## config.mk

```make
export PLATFORM = sky130hd
export DESIGN_NAME = psf_framer
export DESIGN_NICKNAME = d
export VERILOG_FILES = /design/src/core/psf_pkg.sv /design/src/core/psf_framer.sv
export SDC_FILE = /design/constraint.sdc
export NUM_CORES = 1
export LEC_CHECK = 0
export BUFFER_PORTS_ARGS = -buffer_cell sky130_fd_sc_hd__buf_4
export CORE_ASPECT_RATIO = 0.75
export CORE_MARGIN = 5
export CORE_UTILIZATION = 40
export DETAILED_ROUTE_END_ITERATION = 8
export GPL_TIMING_DRIVEN = 0
export HOLD_SLACK_MARGIN = 0.05
export PLACE_DENSITY = 0.66
export SLEW_MARGIN = 10
export SYNTH_ARGS = -nofsm -noshare
export SYNTH_HDL_FRONTEND = slang
export SYNTH_SLANG_ARGS = --single-unit
```

## constraint.sdc

```tcl
create_clock -name clk -period 20.3 [get_ports clk]
set_clock_uncertainty 0.2 [all_clocks]
set_input_delay 0 -clock clk [delete_from_list [all_inputs] [get_ports clk]]
set_output_delay 0 -clock clk [all_outputs]
set_load 0.02 [all_outputs]
```

## src/core/psf_pkg.sv

```systemverilog
// Constants shared by the profile sensor result framer
package psf_pkg;
  // ==========================================================================
  // Register map (byte addresses)
  localparam logic [7:0] CTRL_OFS = 8'h00;
  localparam logic [7:0] STAT_OFS = 8'h04;
  localparam logic [7:0] MASK_OFS = 8'h08;
  localparam logic [7:0] IMG_OFS = 8'h10;
  localparam int IMG_WORDS = 6;
  localparam logic [7:0] IMG_END = 8'h28;

  // ==========================================================================
  // Control register fields
  localparam int CTRL_ADDR_LSB = 0;
  localparam logic [1:0] CTRL_ADDR_RST = 2'h0;

  // ==========================================================================
  // Event bits, shared by status and mask
  localparam int EV_EVAL = 0;
  localparam int EV_TEACH = 1;
  localparam int EV_FAULT = 2;
  localparam int EV_W = 3;
  localparam logic [2:0] EV_RST = 3'h0;

  // ==========================================================================
  // Image layout: byte n of the image sits at bits 8*(n-1)
  localparam int IMG_BYTES = 24;
  localparam int MEAS_FIRST = 1;
  localparam int MEAS_SUM = 11;
  localparam int TEACH_FIRST = 17;
  localparam int TEACH_SUM = 24;
  localparam int ST_FAULT = 0;
  localparam int ST_NOMATCH = 1;
  localparam int ST_ADDR_LSB = 4;

  // ==========================================================================
  // Field limits
  localparam logic [6:0] COUNT_WRAP = 7'h3F;
  localparam logic [6:0] QUAL_MAX = 7'h64;
  localparam logic [6:0] PROF_MAX = 7'h20;

  // ==========================================================================
  // AXI responses
  localparam logic [1:0] RESP_OKAY = 2'b00;
  localparam logic [1:0] RESP_SLVERR = 2'b10;
endpackage : psf_pkg

```

## src/core/psf_framer.sv

```systemverilog
// Result image framer with AXI4-Lite register access
//
// Summary of operation
// Only one layout, measurement or teach, is shown; the other reads zero.
// Bytes 1 to 16 hold the measurement result layout.
// Measurement status: bit 1 mismatch, bits 5:4 device address, bit 7 zero.
// Status bit 0 shows system fault, or evaluation fault in the measurement layout and teach fault in the teach layout.
// Status bit 3 event and bit 2 warning always read zero.
// Byte 2 holds matched profile 1 to 32, zero when nothing found.
// Byte 3 counter counts evaluations and restarts after 0x3F.
// Bytes 4 to 6 hold goodness, variation, outliers quality, 0 to 100.
// Bytes 7 and 8 hold 14-bit X deviation, upper seven bits first.
// Bytes 9 and 10 hold 14-bit Z deviation, upper seven bits first.
// Bytes 17 to 24 hold the teach result layout.
// Teach status: bit 1 and event bit 3 zero; address, fault as before.
// Byte 19 teach counter counts every teach-in.
// Byte 20 holds teach quality 0 to 100; bytes 21 to 23 zero.
// Teach result byte 18 and measurement bytes 12 to 16 read zero.
// Checksum is XOR of preceding layout bytes, bit 7 zero.
// All fields of the active layout refresh in the same cycle.
// Master pulses trigger bit to start one capture.
// Master sets teach bit, then triggers, and clears it before repeating.
`timescale 1ns/1ps
`default_nettype none

module psf_framer
  import psf_pkg::*;
(
  input wire logic clk,
  input wire logic rst,
  // Evaluation results, one pulse per finished evaluation
  input wire logic evalDone,
  input wire logic evalFault,
  input wire logic evalNoMatch,
  input wire logic [6:0] evalProfile,
  input wire logic [6:0] evalQualGood,
  input wire logic [6:0] evalQualVar,
  input wire logic [6:0] evalQualOut,
  input wire logic [13:0] evalXDev,
  input wire logic [13:0] evalZDev,
  // Teach results, one pulse per finished teach-in
  input wire logic teachDone,
  input wire logic teachFault,
  input wire logic [6:0] teachQuality,
  // Live system fault level
  input wire logic sysFault,
  // Input image toward the fieldbus master
  output logic [8*psf_pkg::IMG_BYTES-1:0] frameImage_ff,
  output logic teachActive_ff,
  output logic irq_ff,
  // AXI4-Lite slave
  input wire logic [7:0] s_axi_awaddr,
  input wire logic s_axi_awvalid,
  output logic s_axi_awready,
  input wire logic [31:0] s_axi_wdata,
  input wire logic [3:0] s_axi_wstrb,
  input wire logic s_axi_wvalid,
  output logic s_axi_wready,
  output logic [1:0] s_axi_bresp,
  output logic s_axi_bvalid,
  input wire logic s_axi_bready,
  input wire logic [7:0] s_axi_araddr,
  input wire logic s_axi_arvalid,
  output logic s_axi_arready,
  output logic [31:0] s_axi_rdata,
  output logic [1:0] s_axi_rresp,
  output logic s_axi_rvalid,
  input wire logic s_axi_rready
);
  import psf_pkg::*;

  // ==========================================================================
  // Stored result fields
  logic evalFault_ff;
  logic noMatch_ff;
  logic [6:0] profile_ff;
  logic [6:0] evalCount_ff;
  logic [6:0] qualGood_ff;
  logic [6:0] qualVar_ff;
  logic [6:0] qualOut_ff;
  logic [13:0] xDev_ff;
  logic [13:0] zDev_ff;
  logic teachFault_ff;
  logic [6:0] teachCount_ff;
  logic [6:0] teachQual_ff;
  logic [1:0] devAddr_ff;
  logic [EV_W-1:0] evStat_ff;
  logic [EV_W-1:0] evMask_ff;
  logic sysFaultDly_ff;

  // Quality above the scale is held at the top of the scale
  function automatic logic [6:0] clampQual(input logic [6:0] q);
    clampQual = (q > QUAL_MAX) ? QUAL_MAX : q;
  endfunction : clampQual

  // Evaluation fields: every field loads on the same done pulse
  always_ff @(posedge clk or posedge rst) begin
    if (rst) begin
      evalFault_ff <= 1'b0;
      noMatch_ff <= 1'b0;
      profile_ff <= 7'h00;
      qualGood_ff <= 7'h00;
      qualVar_ff <= 7'h00;
      qualOut_ff <= 7'h00;
      xDev_ff <= 14'h0000;
      zDev_ff <= 14'h0000;
    end else if (evalDone) begin
      evalFault_ff <= evalFault;
      noMatch_ff <= evalNoMatch;
      profile_ff <= (evalProfile > PROF_MAX) ? 7'h00 : evalProfile;
      qualGood_ff <= clampQual(evalQualGood);
      qualVar_ff <= clampQual(evalQualVar);
      qualOut_ff <= clampQual(evalQualOut);
      xDev_ff <= evalXDev;
      zDev_ff <= evalZDev;
    end
  end

  // Evaluation counter restarts after its wrap value
  always_ff @(posedge clk or posedge rst) begin
    if (rst) begin
      evalCount_ff <= 7'h00;
    end else if (evalDone) begin
      evalCount_ff <= (evalCount_ff >= COUNT_WRAP) ? 7'h00
                      : evalCount_ff + 7'h01;
    end
  end

  // Teach fields and counter
  always_ff @(posedge clk or posedge rst) begin
    if (rst) begin
      teachFault_ff <= 1'b0;
      teachQual_ff <= 7'h00;
      teachCount_ff <= 7'h00;
    end else if (teachDone) begin
      teachFault_ff <= teachFault;
      teachQual_ff <= clampQual(teachQuality);
      teachCount_ff <= teachCount_ff + 7'h01;
    end
  end

  // Layout select: a teach result shows until the next evaluation
  always_ff @(posedge clk or posedge rst) begin
    if (rst) begin
      teachActive_ff <= 1'b0;
    end else if (teachDone) begin
      teachActive_ff <= 1'b1;
    end else if (evalDone) begin
      teachActive_ff <= 1'b0;
    end
  end

  // ==========================================================================
  // Image assembly
  logic [7:0] measStatus;
  logic [7:0] teachStatus;
  logic [8*IMG_BYTES-1:0] nxt_frameImage;

  // Status bytes; event, warning and bit 7 stay zero
  always_comb begin
    measStatus = 8'h00;
    measStatus[ST_FAULT] = sysFault | evalFault_ff;
    measStatus[ST_NOMATCH] = noMatch_ff;
    measStatus[ST_ADDR_LSB+:2] = devAddr_ff;
    teachStatus = 8'h00;
    teachStatus[ST_FAULT] = sysFault | teachFault_ff;
    teachStatus[ST_ADDR_LSB+:2] = devAddr_ff;
  end

  // Whole image built at once; inactive layout and spare bytes stay zero
  always_comb begin
    logic [7:0] sum;
    sum = 8'h00;
    nxt_frameImage = '0;
    if (!teachActive_ff) begin
      nxt_frameImage[8*0+:8] = measStatus;
      nxt_frameImage[8*1+:8] = {1'b0, profile_ff};
      nxt_frameImage[8*2+:8] = {1'b0, evalCount_ff};
      nxt_frameImage[8*3+:8] = {1'b0, qualGood_ff};
      nxt_frameImage[8*4+:8] = {1'b0, qualVar_ff};
      nxt_frameImage[8*5+:8] = {1'b0, qualOut_ff};
      nxt_frameImage[8*6+:8] = {1'b0, xDev_ff[13:7]};
      nxt_frameImage[8*7+:8] = {1'b0, xDev_ff[6:0]};
      nxt_frameImage[8*8+:8] = {1'b0, zDev_ff[13:7]};
      nxt_frameImage[8*9+:8] = {1'b0, zDev_ff[6:0]};
      for (int i = MEAS_FIRST; i < MEAS_SUM; i++) begin
        sum = sum ^ nxt_frameImage[8*(i-1)+:8];
      end
      nxt_frameImage[8*(MEAS_SUM-1)+:8] = {1'b0, sum[6:0]};
    end else begin
      nxt_frameImage[8*16+:8] = teachStatus;
      nxt_frameImage[8*18+:8] = {1'b0, teachCount_ff};
      nxt_frameImage[8*19+:8] = {1'b0, teachQual_ff};
      for (int i = TEACH_FIRST; i < TEACH_SUM; i++) begin
        sum = sum ^ nxt_frameImage[8*(i-1)+:8];
      end
      nxt_frameImage[8*(TEACH_SUM-1)+:8] = {1'b0, sum[6:0]};
    end
  end

  // Single register stage so the master never sees a half update
  always_ff @(posedge clk or posedge rst) begin
    if (rst) begin
      frameImage_ff <= '0;
    end else begin
      frameImage_ff <= nxt_frameImage;
    end
  end

  // ==========================================================================
  // AXI4-Lite write channel
  logic awHeld_ff;
  logic wHeld_ff;
  logic [7:0] awAddr_ff;
  logic [31:0] wData_ff;
  logic wLane0_ff;
  logic awTake;
  logic wTake;
  logic doWrite;
  logic nxt_awHeld;
  logic nxt_wHeld;
  logic nxt_bvalid;

  assign awTake = s_axi_awvalid & s_axi_awready;
  assign wTake = s_axi_wvalid & s_axi_wready;
  assign doWrite = awHeld_ff & wHeld_ff & ~s_axi_bvalid;
  assign nxt_awHeld = doWrite ? 1'b0 : (awHeld_ff | awTake);
  assign nxt_wHeld = doWrite ? 1'b0 : (wHeld_ff | wTake);
  assign nxt_bvalid = doWrite | (s_axi_bvalid & ~s_axi_bready);

  // Address and data may arrive in either order; both wait for the other
  always_ff @(posedge clk or posedge rst) begin
    if (rst) begin
      awHeld_ff <= 1'b0;
      wHeld_ff <= 1'b0;
      awAddr_ff <= 8'h00;
      wData_ff <= 32'h0000_0000;
      wLane0_ff <= 1'b0;
      s_axi_awready <= 1'b0;
      s_axi_wready <= 1'b0;
      s_axi_bvalid <= 1'b0;
      s_axi_bresp <= RESP_OKAY;
    end else begin
      awHeld_ff <= nxt_awHeld;
      wHeld_ff <= nxt_wHeld;
      if (awTake) begin
        awAddr_ff <= s_axi_awaddr;
      end
      if (wTake) begin
        wData_ff <= s_axi_wdata;
        wLane0_ff <= s_axi_wstrb[0];
      end
      // Ready drops while a word is parked or a response is pending
      s_axi_awready <= ~nxt_awHeld & ~nxt_bvalid;
      s_axi_wready <= ~nxt_wHeld & ~nxt_bvalid;
      s_axi_bvalid <= nxt_bvalid;
      if (doWrite) begin
        s_axi_bresp <= (awAddr_ff == CTRL_OFS || awAddr_ff == STAT_OFS
                        || awAddr_ff == MASK_OFS) ? RESP_OKAY : RESP_SLVERR;
      end
    end
  end

  logic regWrite;
  assign regWrite = doWrite & wLane0_ff;

  // Control and mask registers; all fields live in byte lane 0
  always_ff @(posedge clk or posedge rst) begin
    if (rst) begin
      devAddr_ff <= CTRL_ADDR_RST;
      evMask_ff <= EV_RST;
    end else if (regWrite) begin
      if (awAddr_ff == CTRL_OFS) begin
        devAddr_ff <= wData_ff[CTRL_ADDR_LSB+:2];
      end
      if (awAddr_ff == MASK_OFS) begin
        evMask_ff <= wData_ff[EV_W-1:0];
      end
    end
  end

  // ==========================================================================
  // Sticky events; a new event in the clearing cycle survives the clear
  logic [EV_W-1:0] evSet;
  logic [EV_W-1:0] evClr;

  always_comb begin
    evSet = '0;
    evSet[EV_EVAL] = evalDone;
    evSet[EV_TEACH] = teachDone;
    evSet[EV_FAULT] = (sysFault & ~sysFaultDly_ff)
                      | (evalDone & evalFault) | (teachDone & teachFault);
    evClr = (regWrite && awAddr_ff == STAT_OFS) ? wData_ff[EV_W-1:0] : '0;
  end

  always_ff @(posedge clk or posedge rst) begin
    if (rst) begin
      sysFaultDly_ff <= 1'b0;
      evStat_ff <= EV_RST;
      irq_ff <= 1'b0;
    end else begin
      sysFaultDly_ff <= sysFault;
      evStat_ff <= (evStat_ff & ~evClr) | evSet;
      irq_ff <= |(((evStat_ff & ~evClr) | evSet) & evMask_ff);
    end
  end

  // ==========================================================================
  // AXI4-Lite read channel; one read at a time, answer one cycle after take
  logic arTake;
  logic [31:0] rdMux;
  logic rdHit;

  assign arTake = s_axi_arvalid & s_axi_arready;

  // Image words pack four bytes, byte 1 of the image in the low lane
  always_comb begin
    rdMux = 32'h0000_0000;
    rdHit = 1'b1;
    if (s_axi_araddr == CTRL_OFS) begin
      rdMux[CTRL_ADDR_LSB+:2] = devAddr_ff;
    end else if (s_axi_araddr == STAT_OFS) begin
      rdMux[EV_W-1:0] = evStat_ff;
    end else if (s_axi_araddr == MASK_OFS) begin
      rdMux[EV_W-1:0] = evMask_ff;
    end else if (s_axi_araddr >= IMG_OFS && s_axi_araddr < IMG_END
                 && s_axi_araddr[1:0] == 2'b00) begin
      rdMux = frameImage_ff[32*((s_axi_araddr - IMG_OFS) >> 2)+:32];
    end else begin
      rdHit = 1'b0;
    end
  end

  always_ff @(posedge clk or posedge rst) begin
    if (rst) begin
      s_axi_arready <= 1'b0;
      s_axi_rvalid <= 1'b0;
      s_axi_rdata <= 32'h0000_0000;
      s_axi_rresp <= RESP_OKAY;
    end else begin
      if (arTake) begin
        s_axi_rvalid <= 1'b1;
        s_axi_rdata <= rdMux;
        s_axi_rresp <= rdHit ? RESP_OKAY : RESP_SLVERR;
        s_axi_arready <= 1'b0;
      end else if (s_axi_rvalid & s_axi_rready) begin
        s_axi_rvalid <= 1'b0;
        s_axi_arready <= 1'b1;
      end else begin
        s_axi_arready <= ~s_axi_rvalid;
      end
    end
  end

endmodule : psf_framer

`default_nettype wire

```

==> key figures <==
Outcome
  • Run status: completed

Synthesis
  • Commonest cells in the netlist: dfrtp_1, buf_4, nor2b_1
  • Count leader, synth: dfrtp_1
  • Largest area contributor in the netlist: dfrtp_1
  • Sequential fraction of the synthesis area: 54.5%
  • Syn Inst Count: 922
  • Avg Cell Area, Syn: 11.8 µm²
  • Synth Register Bits: 238
  • Top_reg_cell synth: dfrtp_1
  • Yosys warns: 0
  • Post-synth ARST share: 100%
  • Synth area leaders: dfrtp_1, buf_4, mux2_2, nor2b_1, xnor2_1
  • Synth cell types: 56
  • Post-synth EDFFs: 0
  • Post-Syn Area: 10900 µm²
  • Top-area cell type share of the netlist area: 54.5%

Pwr
  • Clk network pwr share: 31.4%
  • Cell internal pwr: 0.00106 W
  • Max VDD drop: 63.4 µV
  • Leakage power: 7.89 nW
  • Power Density: 95.3 nW/µm²
  • Combinational share of power: 28.2%
  • Switching Fraction: 31.4%
  • Sequential Power Share: 40.4%
  • Net Switching: 0.000488 W

Placed design
  • HPWL Detailed: 27300 µm
  • # placed instances: 1600
  • GP Congestion: 0.878
  • Post-Place Worst Slack: 16.63 ns
  • Port bufs: 226

Global routing
  • Gr usage total: 24.3%
  • Largest net degree at the start of global routing: 92
  • Total grt overflow: 0
  • First-pass GRT wire length: 57800 µm
  • Initial antenna violation count: 2
  • Number of global-route vias before repair: 9196

CTS
  • Deepest clock path buffer count: 3
  • Root buffer cell: clkbuf_16
  • Worst skew pair latency: 0.55 ns
  • CTS tree: built
  • Clock sinks: 238
  • TritonCTS Buffers: 26
  • Postcts setup bufs: 0
  • Worst-path clk slew: 0.06 ns
  • H-Tree Depth: 1

Run
  • Max-Cap Viols: 0

Worst setup path
  • Crit path max fanout: 10
  • Setup crit end kind: register
  • CP arrival: 4.99 ns
  • Setup CP Type: in2reg
  • Startpoint Class: input pin
  • Critical path required time: 20.56 ns

Cells and area
  • Proportion of layout cells with a drive suffix above 1: 30.6%
  • Area Growth Syn to Fin: 49.0%
  • Fin cells: 1838
  • Fin util: 60.4%
  • Nets: 1600

STA
  • Fin crit share: 23.3%
  • Final worst slack: 15.57 ns
  • RSZ-0062 raised after global routing: false
  • Final Hold Fails: 0
  • Minimum clock period after layout: 4.73 ns
  • # setup viols final: 0
  • Setup Total Neg Slack: 0 ns
  • Max-slew violation total from the final report: 0
  • Worst-Margin Slew: 0.890 ns
  • Achievable Freq: 212 MHz
  • Slew headroom: 40.7%

Floorplan
  • Starting Density: 40.6%
  • Die area: 30800 µm²
  • Die width: 201 µm
  • Rows: 52
  • Core area: 26900 µm²
  • I/O pin cnt: 363
  • Die Y: 153 µm

Min path
  • Hold Crit Class: in2reg

Drt
  • Iteration-0 DRC Markers: 490
  • Antenna Violating Nets Remaining: 0
  • DR WL/cell: 20.7 µm
  • Routed WL: 38100 µm
  • Pre-Repair DR Iteration Count: 5
  • Avg Vias per Cell: 4.83
  • Vias: 8879
  • Drc violations: 0
layout make-up:
class | count | area, µm²
fill | 2213 | 10700
sequential | 238 | 5960
multi-input combinational | 617 | 4320
timing repair buffer | 418 | 3650
buffer | 143 | 932
clock buffer | 35 | 724
tap | 351 | 439
clock inverter | 12 | 149
inverter | 23 | 93.8
antenna | 1 | 2.50
layer usage:
layer  routed length [µm]  track usage, %
met1                16700            34.1
met5                    0               0
met4                  933            5.63
met2                17100            38.0
met3                 3350            6.71
what timing repair did:
item / in CTS / in global routing
endpoints found under the setup margin: 0 / 0
gates resized for setup: 0 / 0
hold endpoints to repair: 289 / 0
hold buffers: 190 / 0
power by group through the flow:
stage / clock (W) / sequential (W) / combinational [W]
6_report: 0.000487 / 0.000626 / 0.000437
5_1_grt: 0.000513 / 0.000635 / 0.000467
4_1_cts: 0.000494 / 0.000623 / 0.000431
3_5_place_dp: 0 / 0.000631 / 0.000383
3_3_place_gp: 0 / 0.000628 / 0.000377
2_1_floorplan: 0 / 0.000647 / 0.000216
cell usage in the layout (no fill, tap or decap), types with 10 or more instances in the layout:
cell / count
dlygate4sd3_1: 190
a22oi_1: 11
o31ai_1: 17
buf_4: 328
clkbuf_1: 40
conb_1: 100
nor2_1: 38
xor2_1: 14
mux2i_1: 19
clkbuf_16: 26
nor2b_1: 69
xnor2_1: 48
and2_1: 26
nand2_1: 53
mux2_2: 53
dfrtp_1: 238
nand3_1: 12
o2bb2ai_1: 12
a21oi_1: 17
a22o_1: 23
inv_1: 21
nand4_1: 10
o21ai_0: 27
registers in the layout, indices dropped and copies added (netlist names), 2 cells and up:
register	flops
zDev_ff	14
teachCount_ff	7
qualGood_ff	7
frameImage_ff	98
s_axi_rdata	28
evStat_ff	3
profile_ff	7
teachQual_ff	7
evMask_ff	3
evalCount_ff	7
wData_ff	3
awAddr_ff	8
devAddr_ff	2
qualOut_ff	7
qualVar_ff	7
xDev_ff	14
critical path: stages:
cell and delay, ns:
dlygate4sd3_1 0.55, buf_4 0.12, clkbuf_1 0.39, clkbuf_1 0.58, clkbuf_1 0.51, inv_1 0.17
ha_1 0.23, a21oi_1 0.21, dlygate4sd3_1 0.61, and3_1 0.20, nand4_1 0.10, dlygate4sd3_1 0.58
a21oi_1 0.16, dlygate4sd3_1 0.56
path summary, 6_finish.rpt:
kind,endpoint,depth (start not counted),startpoint,slack (ns)
setup / recovery,s_axi_rdata[2],14,s_axi_araddr[4],15.57
hold / removal,zDev_ff[2],3,evalZDev[2],0.06
setup reg to reg,s_axi_rdata[0],6,s_axi_arready,17.73
hold reg to reg,s_axi_rdata[16],2,s_axi_rdata[16],0.28
max in group asynchronous,qualVar_ff[3],6,rst,18.15
min in group asynchronous,s_axi_rdata[29],4,rst,0.56
metrics by stage:
step / power [W] / instance area, µm² / hold WS [ns]
after detailed placement: 0.00101 / 13500 / -0.0527
after floorplan: 0.000863 / 11300 / -0.169
final: 0.00155 / 16300 / 0.0566
after global routing: 0.00162 / 16300 / 0.0741
after CTS: 0.00155 / 16300 / 0.0501
after global placement: 0.00101 / 13400 / -0.0568
kinds of logic (layout without fill, tap and decap cells):
group	Yosys count	in the layout	synth area share [%]
and+or+nand+nor	229	229	11.4
muxes	82	82	9.06
buffers and inverters	166	631	9.32
other	1	101	0.0343
adders and majority gates	5	5	0.573
AOI/OAI and AO/OA	132	132	8.66
DFF	238	238	54.5
xor gates and xnor gates	69	69	6.41
Note: power is estimated with default switching activity, not from simulation.
